==> src/inc/hbcr_pkg.sv <==
// Package of constants and carrier types for the host bus configuration registers
package hbcr_pkg;

    // ----------------------------------------------------------------
    // Register offsets (16-bit word access within a bank)
    // ----------------------------------------------------------------
    localparam logic [3:0] HBCR_OFF_BASE = 4'h0;
    localparam logic [3:0] HBCR_OFF_RXWM = 4'h4;
    localparam logic [3:0] HBCR_OFF_BERR = 4'h6;
    localparam logic [3:0] HBCR_OFF_BURST = 4'h8;
    localparam logic [3:0] HBCR_OFF_BANK = 4'he;
    localparam logic [3:0] HBCR_OFF_MAC_LO = 4'h0;
    localparam logic [3:0] HBCR_OFF_MAC_MID = 4'h2;
    localparam logic [3:0] HBCR_OFF_MAC_HI = 4'h4;

    // ----------------------------------------------------------------
    // Banks
    // ----------------------------------------------------------------
    localparam logic [5:0] HBCR_BANK_CFG = 6'h00;
    localparam logic [5:0] HBCR_BANK_MAC = 6'h02;

    // ----------------------------------------------------------------
    // Field positions and masks
    // ----------------------------------------------------------------
    localparam logic [15:0] HBCR_BASE_MASK = 16'hffe0;
    localparam int HBCR_RXWM_BIT = 12;
    localparam int HBCR_IBE_FLAG_BIT = 15;
    localparam int HBCR_IBE_VAL_LSB = 11;
    localparam int HBCR_MIX_FLAG_BIT = 10;
    localparam int HBCR_BURST_LSB = 12;
    localparam logic [15:0] HBCR_BANK_MASK = 16'h003f;

    // ----------------------------------------------------------------
    // Reset values and EEPROM word addresses
    // ----------------------------------------------------------------
    localparam logic [15:0] HBCR_BASE_RST = 16'h0300;
    localparam logic [2:0] HBCR_BURST_RST = 3'h0;
    localparam logic [5:0] HBCR_BANK_RST = 6'h00;
    localparam logic [1:0] HBCR_EE_WORD_BASE = 2'h0;
    localparam logic [1:0] HBCR_EE_WORD_MAC_LO = 2'h1;
    localparam logic [1:0] HBCR_EE_WORD_MAC_HI = 2'h3;

    // Burst length encodings
    localparam logic [2:0] HBCR_BURST_1 = 3'h0;
    localparam logic [2:0] HBCR_BURST_4 = 3'h3;
    localparam logic [2:0] HBCR_BURST_8 = 3'h5;
    localparam logic [2:0] HBCR_BURST_16 = 3'h7;

    // Load sequencer states
    typedef enum logic [2:0] {
        HBCR_LD_REQ = 3'b001,
        HBCR_LD_WAIT = 3'b010,
        HBCR_LD_DONE = 3'b100
    } hbcr_ld_e;

    // Host bus request carrier
    typedef struct packed {
        logic rd;
        logic wr;
        logic [15:0] addr;
        logic [3:0] be;
        logic [15:0] wdata;
    } hbcr_req_s;

    // Configuration view driven to the rest of the switch
    typedef struct packed {
        logic [47:0] mac;
        logic rx_wm_2k;
        logic [2:0] burst_len;
        logic [5:0] bank;
    } hbcr_cfg_s;

endpackage

==> src/hbcr_top.sv <==
// Host bus configuration registers: base decode, watermark, bus errors, burst, MAC
// Behaviour
// - Base bits 15:8 compared against bus address 15:8 for register decode.
// - Base bits 7:5 compared against address 7:5; bits 4:0 read zero.
// - With EEPROM enabled, base loads from EEPROM word 0 after reset.
// - Without EEPROM, base resets to 0x300.
// - Host writes to base change only the register, never the EEPROM.
// - Watermark bit 12: 0 selects 3 KB, 1 selects 2 KB; resets 0.
// - Bit 15 flags illegal byte enables; write one clears.
// - Illegal byte enables 3..0 captured into bits 14..11.
// - Bit 10 flags simultaneous sync and async transfers; write one clears.
// - Burst field 14:12: 000,011,101,111 for 1,4,8,16; resets 000.
// - Bank 1 is reserved except bank select at 0xE.
// - With EEPROM, MAC words load from EEPROM words 1,2,3 in order.
// - Low word holds bytes 2,1; middle 4,3; high 6,5.
// - Host writes to MAC change only the registers, not the EEPROM.
// - Programmed MAC is the accepted individual destination address.
// - Six-bit bank select at 0xE reachable in every bank.
`timescale 1ns/1ps
module hbcr_top
    import hbcr_pkg::*;
(
    input wire logic sys_clk_i, // System clock, 200 MHz
    input wire logic sys_rst_i, // Synchronous reset, active high
    input wire logic eeprom_enable_pin_i, // EEPROM present strap pin
    input wire hbcr_req_s req_i, // Host bus request, one cycle strobes
    input wire logic sync_xfer_i, // Synchronous transfer in progress
    input wire logic async_xfer_i, // Asynchronous transfer in progress
    input wire logic ee_ack_i, // EEPROM word ready
    input wire logic [15:0] ee_data_i, // EEPROM word data
    input wire logic [47:0] rx_da_i, // Received frame destination address
    output logic ee_req_o, // EEPROM word request
    output logic [1:0] ee_addr_o, // EEPROM word address
    output logic sel_o, // Access hits the register space
    output logic [15:0] rdata_o, // Read data, registered
    output logic rvalid_o, // Read data valid pulse
    output hbcr_cfg_s cfg_o, // Configuration to the switch
    output logic da_match_o, // Destination address equals host MAC
    output logic ready_o // Load finished, registers usable
);

    typedef struct packed {
        logic [2:0] ee_sync;
        logic [15:0] base;
        logic rx_wm;
        logic ibe_flag;
        logic [3:0] ibe_val;
        logic mix_flag;
        logic [2:0] burst;
        logic [5:0] bank;
        logic [47:0] mac;
        logic [15:0] rdata;
        logic rvalid;
    } hbcr_st_s;

    hbcr_st_s s_r;
    hbcr_st_s s_nxt;

    logic ld_we;
    logic [1:0] ld_idx;
    logic [15:0] ld_data;
    logic ld_busy;

    // ----------------------------------------------------------------
    // Helper functions
    // ----------------------------------------------------------------

    // Byte enables that are legal on a 16-bit word path
    function automatic logic be_illegal(input logic [3:0] be);
        logic bad;
        bad = 1'b1;
        unique case (be)
            4'h1, 4'h2, 4'h3, 4'h4, 4'h8, 4'hc, 4'hf: bad = 1'b0;
            default: bad = 1'b1;
        endcase
        return bad;
    endfunction

    // Keep the burst field at one of the documented codes
    function automatic logic [2:0] burst_legal(input logic [2:0] v, input logic [2:0] old);
        logic [2:0] r;
        r = old;
        if (v == HBCR_BURST_1 || v == HBCR_BURST_4 || v == HBCR_BURST_8 ||
            v == HBCR_BURST_16) begin
            r = v;
        end
        return r;
    endfunction

    // ----------------------------------------------------------------
    // EEPROM load sequencer
    // ----------------------------------------------------------------
    hbcr_eeload u_eeload (
        .sys_clk_i(sys_clk_i),
        .sys_rst_i(sys_rst_i),
        .ee_en_i(s_r.ee_sync[1]),
        .ee_ack_i(ee_ack_i),
        .ee_data_i(ee_data_i),
        .ee_req_o(ee_req_o),
        .ee_addr_o(ee_addr_o),
        .ld_we_o(ld_we),
        .ld_idx_o(ld_idx),
        .ld_data_o(ld_data),
        .ld_busy_o(ld_busy)
    );

    // ----------------------------------------------------------------
    // Address decode
    // ----------------------------------------------------------------
    logic hit;
    logic [3:0] off;
    logic wr;
    logic rd;

    always_comb begin
        hit = ((req_i.addr & HBCR_BASE_MASK) == (s_r.base & HBCR_BASE_MASK));
        off = req_i.addr[3:0];
        wr = req_i.wr && hit && !ld_busy;
        rd = req_i.rd && hit && !ld_busy;
    end

    // ----------------------------------------------------------------
    // Next state
    // ----------------------------------------------------------------
    always_comb begin
        s_nxt = s_r;
        s_nxt.ee_sync = {s_r.ee_sync[1:0], eeprom_enable_pin_i};
        s_nxt.rvalid = rd;

        // Strap sampled at reset release selects fixed base
        if (!s_r.ee_sync[2] && s_r.ee_sync[1] == 1'b0 && ld_busy) begin
            s_nxt.base = HBCR_BASE_RST;
        end

        // EEPROM words: base, then MAC low, middle, high
        if (ld_we) begin
            if (ld_idx == HBCR_EE_WORD_BASE) begin
                s_nxt.base = ld_data & HBCR_BASE_MASK;
            end else begin
                s_nxt.mac[16*(ld_idx-HBCR_EE_WORD_MAC_LO) +: 16] = ld_data;
            end
        end

        // Host writes; nothing is sent back to the EEPROM
        if (wr) begin
            if (off == HBCR_OFF_BANK) begin
                s_nxt.bank = req_i.wdata[5:0];
            end else begin
                unique case (s_r.bank)
                    HBCR_BANK_CFG: begin
                        if (off == HBCR_OFF_BASE) begin
                            s_nxt.base = req_i.wdata & HBCR_BASE_MASK;
                        end else if (off == HBCR_OFF_RXWM) begin
                            s_nxt.rx_wm = req_i.wdata[HBCR_RXWM_BIT];
                        end else if (off == HBCR_OFF_BURST) begin
                            s_nxt.burst = burst_legal(req_i.wdata[HBCR_BURST_LSB +: 3],
                                                      s_r.burst);
                        end
                    end
                    HBCR_BANK_MAC: begin
                        if (off == HBCR_OFF_MAC_LO) begin
                            s_nxt.mac[15:0] = req_i.wdata;
                        end else if (off == HBCR_OFF_MAC_MID) begin
                            s_nxt.mac[31:16] = req_i.wdata;
                        end else if (off == HBCR_OFF_MAC_HI) begin
                            s_nxt.mac[47:32] = req_i.wdata;
                        end
                    end
                    default: begin
                        s_nxt.bank = s_r.bank;
                    end
                endcase
            end
        end

        // Write-one clears, then events set so a set wins
        if (wr && off == HBCR_OFF_BERR && s_r.bank == HBCR_BANK_CFG) begin
            if (req_i.wdata[HBCR_IBE_FLAG_BIT]) begin
                s_nxt.ibe_flag = 1'b0;
            end
            if (req_i.wdata[HBCR_MIX_FLAG_BIT]) begin
                s_nxt.mix_flag = 1'b0;
            end
        end
        if ((req_i.rd || req_i.wr) && hit && be_illegal(req_i.be)) begin
            s_nxt.ibe_flag = 1'b1;
            s_nxt.ibe_val = req_i.be;
        end
        if (sync_xfer_i && async_xfer_i) begin
            s_nxt.mix_flag = 1'b1;
        end

        // Read mux; reserved bits and banks read zero
        s_nxt.rdata = 16'h0000;
        if (rd) begin
            if (off == HBCR_OFF_BANK) begin
                s_nxt.rdata = {10'h000, s_r.bank};
            end else if (s_r.bank == HBCR_BANK_CFG) begin
                if (off == HBCR_OFF_BASE) begin
                    s_nxt.rdata = s_r.base & HBCR_BASE_MASK;
                end else if (off == HBCR_OFF_RXWM) begin
                    s_nxt.rdata[HBCR_RXWM_BIT] = s_r.rx_wm;
                end else if (off == HBCR_OFF_BERR) begin
                    s_nxt.rdata[HBCR_IBE_FLAG_BIT] = s_r.ibe_flag;
                    s_nxt.rdata[HBCR_IBE_VAL_LSB +: 4] = s_r.ibe_val;
                    s_nxt.rdata[HBCR_MIX_FLAG_BIT] = s_r.mix_flag;
                end else if (off == HBCR_OFF_BURST) begin
                    s_nxt.rdata[HBCR_BURST_LSB +: 3] = s_r.burst;
                end
            end else if (s_r.bank == HBCR_BANK_MAC) begin
                if (off == HBCR_OFF_MAC_LO) begin
                    s_nxt.rdata = s_r.mac[15:0];
                end else if (off == HBCR_OFF_MAC_MID) begin
                    s_nxt.rdata = s_r.mac[31:16];
                end else if (off == HBCR_OFF_MAC_HI) begin
                    s_nxt.rdata = s_r.mac[47:32];
                end
            end
        end
    end

    // ----------------------------------------------------------------
    // State register
    // ----------------------------------------------------------------
    always_ff @(posedge sys_clk_i) begin
        if (sys_rst_i) begin
            s_r.ee_sync <= s_nxt.ee_sync; // Strap keeps shifting so the load sees it
            s_r.base <= HBCR_BASE_RST;
            s_r.rx_wm <= 1'b0;
            s_r.ibe_flag <= 1'b0;
            s_r.ibe_val <= 4'h0;
            s_r.mix_flag <= 1'b0;
            s_r.burst <= HBCR_BURST_RST;
            s_r.bank <= HBCR_BANK_RST;
            s_r.mac <= 48'h000000000000;
            s_r.rdata <= 16'h0000;
            s_r.rvalid <= 1'b0;
        end else begin
            s_r <= s_nxt;
        end
    end

    // ----------------------------------------------------------------
    // Outputs
    // ----------------------------------------------------------------
    assign sel_o = hit;
    assign rdata_o = s_r.rdata;
    assign rvalid_o = s_r.rvalid;
    assign ready_o = !ld_busy;
    assign cfg_o = '{mac: s_r.mac, rx_wm_2k: s_r.rx_wm, burst_len: s_r.burst,
                     bank: s_r.bank};
    assign da_match_o = (rx_da_i == s_r.mac);

endmodule

==> src/hbcr_eeload.sv <==
// EEPROM load sequencer: fetches base address and host MAC words after reset
`timescale 1ns/1ps
module hbcr_eeload
    import hbcr_pkg::*;
(
    input wire logic sys_clk_i, // System clock
    input wire logic sys_rst_i, // Synchronous reset, active high
    input wire logic ee_en_i, // EEPROM present (synchronised)
    input wire logic ee_ack_i, // EEPROM word ready
    input wire logic [15:0] ee_data_i, // EEPROM word data
    output logic ee_req_o, // EEPROM word request
    output logic [1:0] ee_addr_o, // EEPROM word address
    output logic ld_we_o, // Loaded word strobe
    output logic [1:0] ld_idx_o, // Loaded word index
    output logic [15:0] ld_data_o, // Loaded word data
    output logic ld_busy_o // Load still in progress
);

    typedef struct packed {
        hbcr_ld_e st;
        logic [1:0] idx;
        logic we;
        logic [15:0] data;
        logic armed;
    } hbcr_ld_s;

    hbcr_ld_s s_r;
    hbcr_ld_s s_nxt;

    // ----------------------------------------------------------------
    // Sequencer: words 0..3 in order, base first then MAC low to high
    // ----------------------------------------------------------------
    always_comb begin
        s_nxt = s_r;
        s_nxt.we = 1'b0;
        unique case (s_r.st)
            HBCR_LD_REQ: begin
                if (!s_r.armed) begin
                    s_nxt.armed = 1'b1;
                end else if (!ee_en_i) begin
                    s_nxt.st = HBCR_LD_DONE;
                end else begin
                    s_nxt.st = HBCR_LD_WAIT;
                end
            end
            HBCR_LD_WAIT: begin
                if (ee_ack_i) begin
                    s_nxt.we = 1'b1;
                    s_nxt.data = ee_data_i;
                    if (s_r.idx == HBCR_EE_WORD_MAC_HI) begin
                        s_nxt.st = HBCR_LD_DONE;
                    end else begin
                        s_nxt.idx = s_r.idx + 2'h1;
                    end
                end
            end
            HBCR_LD_DONE: begin
                s_nxt.st = HBCR_LD_DONE;
            end
            default: begin
                s_nxt.st = HBCR_LD_DONE;
            end
        endcase
    end

    // State register
    always_ff @(posedge sys_clk_i) begin
        if (sys_rst_i) begin
            s_r <= '{st: HBCR_LD_REQ, idx: HBCR_EE_WORD_BASE, we: 1'b0,
                     data: 16'h0000, armed: 1'b0};
        end else begin
            s_r <= s_nxt;
        end
    end

    assign ee_req_o = (s_r.st == HBCR_LD_WAIT);
    assign ee_addr_o = s_r.idx;
    assign ld_we_o = s_r.we;
    assign ld_idx_o = s_r.we ? (s_r.st == HBCR_LD_DONE ? HBCR_EE_WORD_MAC_HI
                                : s_r.idx - 2'h1) : 2'h0;
    assign ld_data_o = s_r.data;
    assign ld_busy_o = (s_r.st != HBCR_LD_DONE) || s_r.we;

endmodule

==> config.mk <==
export PLATFORM = sky130hd
export DESIGN_NAME = hbcr_top
export DESIGN_NICKNAME = d
export VERILOG_FILES = /design/src/inc/hbcr_pkg.sv /design/src/hbcr_top.sv /design/src/hbcr_eeload.sv
export SDC_FILE = /design/constraint.sdc
export NUM_CORES = 1
export LEC_CHECK = 0
export BUFFER_PORTS_ARGS = -buffer_cell sky130_fd_sc_hd__buf_2
export CORE_MARGIN = 1
export CORE_UTILIZATION = 45
export DETAILED_ROUTE_END_ITERATION = 10
export GPL_ROUTABILITY_DRIVEN = 1
export PLACE_DENSITY = 0.7
export SYNTH_ARGS = -nofsm -noshare
export SYNTH_HDL_FRONTEND = slang
export SYNTH_SLANG_ARGS = --single-unit
==> constraint.sdc <==
create_clock -name sys_clk_i -period 5 [get_ports sys_clk_i]
set_input_delay 0.5 -clock sys_clk_i [delete_from_list [all_inputs] [get_ports sys_clk_i]]
set_output_delay 0.5 -clock sys_clk_i [all_outputs]
set_load 0.01 [all_outputs]
# After elaboration in Yosys (flattened, before gate mapping)
# Index checks and enable logic that the tools add are counted.
# totals
elab_cells,144
output_inout_bits,81
ff_bits,123
inputBits,108
# classes
n_eq_ne,26
muxes,50
shift,2
bitwise_logic,7
n_addsub,4
reduce_logical,38
# ops
operator,n
48-bit 2-to-1 mux,5
16-bit 2-to-1 mux,13
17-bit 2-to-1 mux,3
48-bit bitwise mux,1
48-bit equality test,1
"16-bit by 34-bit variable shift with 48-bit output, first input constant",1
16-bit by 34-bit variable part select with 48-bit output,1
32-bit negator with 34-bit output,1
32-bit 2-to-1 mux,1
22-bit 2-to-1 mux,1
"4-bit equality test, second input constant",5
3-bit 2-to-1 mux,6
"4-bit by 2-bit equality test with 1-bit output, second input constant",3
"4-bit by 3-bit equality test with 1-bit output, second input constant",3
6-bit 2-to-1 mux,2
11-bit equality test,1
1-bit logical AND,11
1-bit 2-to-1 mux,10
10-bit 2-to-1 mux,1
2-bit 2-to-1 mux,5
"3-bit equality test, second input constant",3
2-bit AND reduction,4
2-bit nonzero test,4
1-bit NOT,7
other kinds (25),34

# Longest topological paths before layout
# Gate-level depths: netlist of run 1.
# logic_depth
ltp_word,15
depth_mapped,8

# Modules after synthesis
# Synthesis of run 1 repeated with hierarchy kept, for this count alone.
# hier_totals
hier_cells,850
hier_area_um2,7297.0
# modules_own_cells
mod,instances,area_per_inst_um2,seq_area_each_um2,cells_per_inst
hbcr_top,1,6243.5,1901.8,729
hbcr_eeload,1,1053.5,460.4,121

# Least setup slack after synthesis of run 1
# Ideal clock, no wire load.
# synth_timing
kind,input -> register
from,input port req_i[20] (netlist bit)
to,"register s_r, in the netlist cfg_o[32]"
slack_ns,2.844
cell_stages,6
required_ns,4.863
arrival_ns,2.018
cell_sequence,clkbuf_1 -> nor4b_1 -> and2_1 -> buf_2 -> buf_2 -> a211oi_1
# synth_between
elab_chain_cells,6
# synth_rtl
item,line,text
from (decl),hbcr_top.sv:26,"input wire hbcr_req_s req_i,"
4-bit by 2-bit equality test with 1-bit output,hbcr_top.sv:163,end else if (off == HBCR_OFF_MAC_MID) begin
16-bit 2-to-1 mux,hbcr_top.sv:163,
32-bit 2-to-1 mux,hbcr_top.sv:161,if (off == HBCR_OFF_MAC_LO) begin
48-bit 2-to-1 mux,hbcr_top.sv:149,unique case (s_r.bank)
48-bit 2-to-1 mux *,hbcr_top.sv:146,if (off == HBCR_OFF_BANK) begin
48-bit 2-to-1 mux *,hbcr_top.sv:145,if (wr) begin
to (signal assigned),hbcr_top.sv:239,s_r <= s_nxt;
to (decl),hbcr_top.sv:56,hbcr_st_s s_r;
# Mark *: on every way between the ends. The rest lies on a longest branch, timed or not.
# A chain may end at the register's enable or synchronous reset.

# Final worst setup path of run 1
# layout_timing
from,"register s_r, in the netlist cfg_o[2]"
to,"register s_r, in the netlist cfg_o[31]"
# layout_between
elab_chain_cells,4
# layout_rtl
item,line
6-bit by 2-bit equality test with 1-bit output,hbcr_top.sv:149
48-bit 2-to-1 mux,hbcr_top.sv:149
48-bit 2-to-1 mux,hbcr_top.sv:146
48-bit 2-to-1 mux,hbcr_top.sv:145
# Every way passes these cells.

==> reports/metrics.csv, run 1 <==
metric;value;unit
die_w;127;um
synthArstFlopShare;0;
setup_viol;0;
finalCritPeriodShare;0.642;
whs;0.171;ns
max_slew.worst_pin.slew;1.15;ns
ir_worst_vdd;249;uV
grt_start_max_net_pins;111;
drive_gt1_frac;0.311;
fin_setup_tns;0;ns
cts_tree;built;
multiInputGateArea;3720;um^2
hold_viol;0;
io_buffers;187;
ctsHoldBuffers;0;
cts_setup_buffers;0;
cp_data_arrival_time;3.46;ns
regArea;2360;um^2
synth_cell_types;59;
worstPathRequired;5.24;ns
drt-pass1-iter-count;5;
syn-cell-area;7020;um^2
numClockSinks;118;
antennaDiodeCount;0;
critPathMaxFanout;65;
rsz0062_at_grt;false;
critical_path_class;reg -> reg;
drt_iter0_drc;695;
die_area;16100;um^2
finalWorstSetupSlack;1.79;ns
dr_total_vias;6346;
clock-root-buffer;clkbuf_16;
ant_nets;0;
clock.fmax;311;MHz
dieHeight;127;um
hold_class;in -> reg;
drc;0;
synth_fp_nets;923;
post_cts_resized;0;
synth_ff_type;dfxtp_1;
cts_buffers;17;
outcome;completed;
synthesis.instances;814;
clk_path_buf_depth;2;
grt_antenna_before_repair;0;
p_per_area;307;nW/um^2
place_ws;1.84;ns
viasPerCell;5.80;
syn_avg_cell_area;8.62;um^2
n_fill_cell;1442;
yosysWarnings;0;
track_usage;0.273;
finClkSkew;0.00705;ns
grt_overflow_total;0;
min_period;3.21;ns
num_io_pins;189;
wl_per_cell;20.1;um
cap_violations;0;
synth-seq-cells;118;
cts.htree.levels;4;
worstSkewPairLatency;0.43;ns
nNetsFinal;1003;
cts.clk_slew.worst_paths;0.06;ns
place_congestion;0.863;
p_leak;3.43;nW
slew_headroom;0.235;
worst_setup_path_start_kind;register;
synth_edf_count;0;
synth-seq-area-share;0.337;
start_util;0.462;
drv_slew;0;
end_kind;register;
grt_first_pass_wirelength;32900;um
core;15200;um^2
rows;45;
hpwl;15800;um
first_global_vias;5779;
wirelength;22000;um
area_growth;15.5;%
==> worst max-delay path, stage by stage (launching register included) <==
cell      delay (ns)
dfxtp_1         0.33
nor4_1          0.77
nand4_2         0.25
nor4_4          0.18
buf_4           0.58
and2_1          0.68
a211oi_1        0.19
==> final timing paths <==
kind              cells past startpoint        end           startpoint  slack (ns)
hold reg to reg                       0  s_nxt[99]            s_nxt[98]        0.33
setup / recovery                      6  cfg_o[31]             cfg_o[2]        1.79
setup reg to reg                      6  cfg_o[31]             cfg_o[2]        1.79
hold / removal                        1  s_nxt[98]  eeprom_enable_pin_i        0.17
==> state kept, by name, summed over array words and instances (netlist names) <==
name,count
u_eeload.ee_addr_o,2
u_eeload.ld_data_o,16
rvalid_o,1
rdata_o,16
u_eeload.s_r,4
s_nxt,2
cfg_o,58
s_r,18
u_eeload.ld_we_o,1
==> stage by stage <==
step	area, um^2	instances	power [mW]	util
2_1_floorplan	7020	814	1.06	-
3_3_place_gp	7450	1063	1.14	0.490
3_5_place_dp	7450	1063	1.14	0.490
4_1_cts	8110	1095	2.50	0.533
5_1_grt	8110	1095	2.55	0.533
6_report	8110	1095	2.48	0.533
==> power by group <==
group	internal [mW]	switching [mW]
combinational	0.0658	0.102
clock	0.933	0.428
sequential	0.948	0.00887
==> Yosys cell counts (2+ instances only) <==
| cell type | instances | area share |
|---|---|---|
| a211oi_2 | 2 | 0.0036 |
| a311oi_1 | 16 | 0.020 |
| nand4b_1 | 3 | 0.0037 |
| nand3_1 | 10 | 0.0071 |
| a221oi_1 | 3 | 0.0037 |
| o221ai_1 | 13 | 0.016 |
| a211o_1 | 9 | 0.011 |
| buf_6 | 3 | 0.0048 |
| nor4_1 | 18 | 0.016 |
| a22oi_1 | 17 | 0.018 |
| nor2_1 | 23 | 0.012 |
| mux2i_1 | 10 | 0.014 |
| xnor2_1 | 13 | 0.016 |
| and2_1 | 4 | 0.0036 |
| nand2b_1 | 16 | 0.014 |
| a21oi_1 | 103 | 0.073 |
| and4_1 | 4 | 0.0050 |
| nor3b_2 | 2 | 0.0036 |
| clkbuf_1 | 37 | 0.020 |
| dfxtp_1 | 118 | 0.34 |
| nor3b_1 | 2 | 0.0021 |
| mux2_1 | 2 | 0.0032 |
| xor2_1 | 48 | 0.060 |
| nand3b_1 | 2 | 0.0021 |
| o21ai_0 | 8 | 0.0057 |
| nand2_1 | 53 | 0.028 |
| buf_1 | 3 | 0.0016 |
| buf_4 | 79 | 0.085 |
| inv_1 | 37 | 0.020 |
| o21ai_1 | 7 | 0.0050 |
| nand4_1 | 6 | 0.0054 |
| a211oi_1 | 30 | 0.032 |
| nor3_1 | 5 | 0.0036 |
| or4_1 | 3 | 0.0032 |
| nor2b_1 | 15 | 0.013 |
| o21bai_1 | 3 | 0.0032 |
| mux2_2 | 46 | 0.074 |
| buf_2 | 11 | 0.0078 |
| o31ai_1 | 5 | 0.0054 |
| a22o_1 | 3 | 0.0037 |
| and3_1 | 4 | 0.0036 |
==> cells in the final DEF, fill, tap and decap left out, types with 5 or more instances in the layout <==
master and n:
buf_2 187, nand2b_1 16, o21ai_1 7, xor2_1 48, o31ai_1 5, a22oi_1 17, o221ai_1 13, xnor2_1 13
clkbuf_16 17, nor3_1 5, o21ai_0 8, mux2i_1 10, nor2b_1 15, nand4_1 6, mux2_2 46, nor4_1 17
nand2_1 53, a311oi_1 16, dfxtp_1 118, nand3_1 10, inv_1 37, buf_4 7, a21oi_1 103, a211o_1 9
a211oi_1 30, bufinv_16 5, nor2_1 23
==> cells by family (layout without fill, tap and decap cells) <==
| logic type | count (synthesis) | in the layout | synth area share |
|---|---|---|---|
| adder cells (fa/ha/maj) | 1 | 1 | 0.00178 |
| AO/OA/AOI/OAI | 223 | 223 | 0.206 |
| flip-flops | 118 | 118 | 0.337 |
| buffers and inverters | 170 | 263 | 0.138 |
| multiplexers | 58 | 58 | 0.0913 |
| XOR/XNOR | 61 | 61 | 0.0761 |
| AND/OR/NAND/NOR | 183 | 183 | 0.149 |
==> area by class of cell <==
| class | count | share of cell area |
|---|---|---|
| well taps | 188 | 0.0290 |
| repair buffers | 194 | 0.122 |
| clock buffers | 23 | 0.0602 |
| inverters | 37 | 0.0171 |
| flip-flops and latches | 118 | 0.291 |
| multi-input cells | 526 | 0.459 |
| clock inverters | 9 | 0.0210 |
==> metal layers <==
metal / GRT usage / vias up / part of all wire
met1: 0.368 / 2984 / 0.44
li1: - / 3004 / -
met3: 0.0595 / 34 / 0.089
met2: 0.436 / 324 / 0.46
met5: 0 / - / 0
met4: 0.0833 / 0 / 0.017
No activity file was read; power rests on OpenSTA's default activity.
==> run 2: changes to the inputs <==
--- a/config.mk
+++ b/config.mk
@@ -5,6 +5,7 @@
 export SDC_FILE = /design/constraint.sdc
 export NUM_CORES = 1
 export LEC_CHECK = 0
+export ABC_AREA = 1
 export BUFFER_PORTS_ARGS = -buffer_cell sky130_fd_sc_hd__buf_2
 export CORE_MARGIN = 1
 export CORE_UTILIZATION = 45
==> constraint.sdc (replaced) <==
create_clock -name sys_clk_i -period 3.1 [get_ports sys_clk_i]
set_input_delay 0.31 -clock sys_clk_i [delete_from_list [all_inputs] [get_ports sys_clk_i]]
set_output_delay 0.31 -clock sys_clk_i [all_outputs]
set_load 0.01 [all_outputs]
==> reports/metrics.csv, run 2 <==
metric;value;unit;change
outcome;completed;;
n_fill_cell;1519;;+5.3%
die_w;127;um;-0.18%
ant_nets;0;;unchanged
cap_violations;0;;unchanged
area_growth;15.8;%;
netSwitchingFraction;0.224;;+0.00746
fin_cells;1343;;+23%
grt_antenna_before_repair;0;;unchanged
final_common_cell;nand2_1;;
clockPowerShare;0.513;;-0.035
antennaDiodeCount;0;;unchanged
grt_start_max_net_pins;89;;-20%
regArea;2360;um^2;unchanged
drv_slew;0;;unchanged
cts_buffers;17;;unchanged
synth.top_cells.by_count;205 x nand2_1, 177 x nor2_1, 133 x o21ai_0, 118 x dfxtp_1, 76 x buf_4;;
drt_iter0_drc;729;;+4.9%
synth_fp_nets;1149;;+24%
first_global_vias;6222;;+7.7%
max_slew.worst_pin.slew;1.04;ns;-0.110 ns
cts_tree;built;;
synthArstFlopShare;0;;unchanged
io_buffers;187;;unchanged
rows;45;;unchanged
synth_ff_type;dfxtp_1;;
synth.area.top_cells;dfxtp_1 34%, nand2_1 11%, o21ai_0 9.5%;;
synth-seq-area-share;0.338;;+0.00120
hold_start;req_i[19];;
worstSkewPairLatency;0.42;ns;about the same
cp-startpoint;cfg_o[23];;
track_usage;0.281;;+0.00760
wl_per_cell;16.3;um;-19%
power_switching;0.819;mW;+52%
seqPwrFrac;0.421;;+0.036
fin_setup_tns;0;ns;unchanged
grt_overflow_total;0;;unchanged
drt-pass1-iter-count;6;;+1
p_per_area;452;nW/um^2;+47%
die_area;16000;um^2;-0.35%
place_congestion;0.905;;+4.8%
finalCritPeriodShare;0.816;;
comb_power_share;0.067;;about the same
final_cell_mix;205 x nand2_1, 187 x buf_2, 177 x nor2_1;;
largest_reg_flops;58;;unchanged
viasPerCell;5.23;;-9.8%
cts.clk_slew.worst_paths;0.05;ns;about the same
synth-seq-cells;118;;unchanged
cts.htree.levels;4;;unchanged
drc;0;;unchanged
hold_viol;0;;unchanged
synth_edf_count;0;;unchanged
slew_headroom;0.306;;+0.0714
num_io_pins;189;;unchanged
min_period;2.53;ns;
synth_most_common_cell;nand2_1;;
rsz0062_at_grt;false;;
p_leak;3.80;nW;+11%
wirelength;21800;um;-0.52%
internal-power;2.84;mW;+46%
multiInputGateArea;3560;um^2;-4.2%
core;15200;um^2;unchanged
synth_top_area_frac;0.338;;+0.00120
yosysWarnings;0;;unchanged
clock-root-buffer;clkbuf_16;;
synthesis.instances;1040;;+28%
drive_gt1_frac;0.227;;-0.0841
numClockSinks;118;;unchanged
dp_cells;1314;;+24%
ir_worst_vdd;395;uV;+59%
hold_class;in -> reg;;
syn_avg_cell_area;6.72;um^2;-22%
syn-cell-area;6990;um^2;-0.36%
dieHeight;127;um;-0.18%
nNetsFinal;1255;;+25%
finClkSkew;0.00715;ns;+0.0000984 ns
hpwl;16300;um;+3.3%
grt_first_pass_wirelength;34300;um;+4.2%
r2r_start;u_eeload.ee_addr_o[0];;
critical_path_class;reg -> out;;
setup_viol;0;;unchanged
clk_path_buf_depth;2;;unchanged
cts_setup_buffers;0;;unchanged
dr_total_vias;7021;;+11%
critPathMaxFanout;4;;-94%
worstPathRequired;2.79;ns;-2.45 ns
clock.fmax;395;MHz;
worst_setup_path_start_kind;register;;
cp_data_arrival_time;2.22;ns;-1.24 ns
synth_cell_types;42;;-29%
synth_largest_area_cell;dfxtp_1;;
end_kind;primary output;;
start_util;0.460;;-0.00165
## run 2: cells by family (layout without fill, tap and decap cells)
logic type / Yosys count / after routing / synth area share
AND/OR/NAND/NOR: 468 / 468 / 0.288
AO/OA/AOI/OAI: 207 / 207 / 0.162
buffers and inverters: 199 / 314 / 0.152
flip-flops: 118 / 118 / 0.338
XOR/XNOR: 47 / 47 / 0.0589
adder cells (fa/ha/maj): 1 / 1 / 0.00179
## run 2: area by class of cell
class	instances	area share
clock inverters	4	0.00556
clock buffers	24	0.0632
multi-input cells	723	0.440
flip-flops and latches	118	0.292
repair buffers	202	0.131
inverters	84	0.0389
well taps	188	0.0290
## run 2: worst max-delay path, cell delays in order, from the launching register on
cell     delay [ns]
dfxtp_1        0.43
xnor2_1        0.14
nand3_1        0.08
nor3_1         0.38
nand4_1        0.29
nor2_1         0.16
nand3_1        0.08
nor2_1         0.10
buf_2          0.14
## run 2: power groups by stage
stage	Clock (mW)	Sequential, mW	Combinational [mW]
5_1_grt	1.95	1.54	0.267
3_5_place_dp	0	1.57	0.239
2_1_floorplan	0	1.57	0.111
4_1_cts	1.88	1.54	0.241
6_report	1.87	1.54	0.244
3_3_place_gp	0	1.57	0.237
## run 2: path summary, 6_finish.rpt
| path | slack [ns] | endpoint | depth (start not counted) |
|---|---|---|---|
| max | 0.57 | da_match_o | 8 |
| min | 0.15 | s_r[78] | 3 |
| max reg2reg | 0.73 | cfg_o[28] | 9 |
| min reg2reg | 0.32 | s_nxt[99] | 0 |
## run 2: metrics by stage
step	utilization	hold slack [ns]	setup WS [ns]	cell area, um^2	total power, mW
6_report	0.533	0.151	0.571	8100	3.66
5_1_grt	0.533	0.167	0.331	8100	3.75
2_1_floorplan	-	0.310	1.45	6990	1.68
3_3_place_gp	0.495	0.311	0.841	7530	1.81
3_5_place_dp	0.495	0.312	0.790	7530	1.81
4_1_cts	0.533	0.142	0.449	8100	3.66
## run 2: metal layers
layer / share of wire / up-vias / wire length (um) / track usage
met3: 0.10 / 33 / 2220 / 0.0561
met5: 0 / - / 0 / 0
met1: 0.45 / 3097 / 9900 / 0.407
met4: 0.024 / 0 / 532 / 0.108
met2: 0.42 / 386 / 9190 / 0.406
li1: - / 3505 / - / -
## run 2: what timing repair did
item,4_1_cts,5_1_grt
endpoints found under the hold margin,1,0
setup endpoints to repair,0,0
hold buffers,1,0
resized for setup,0,0
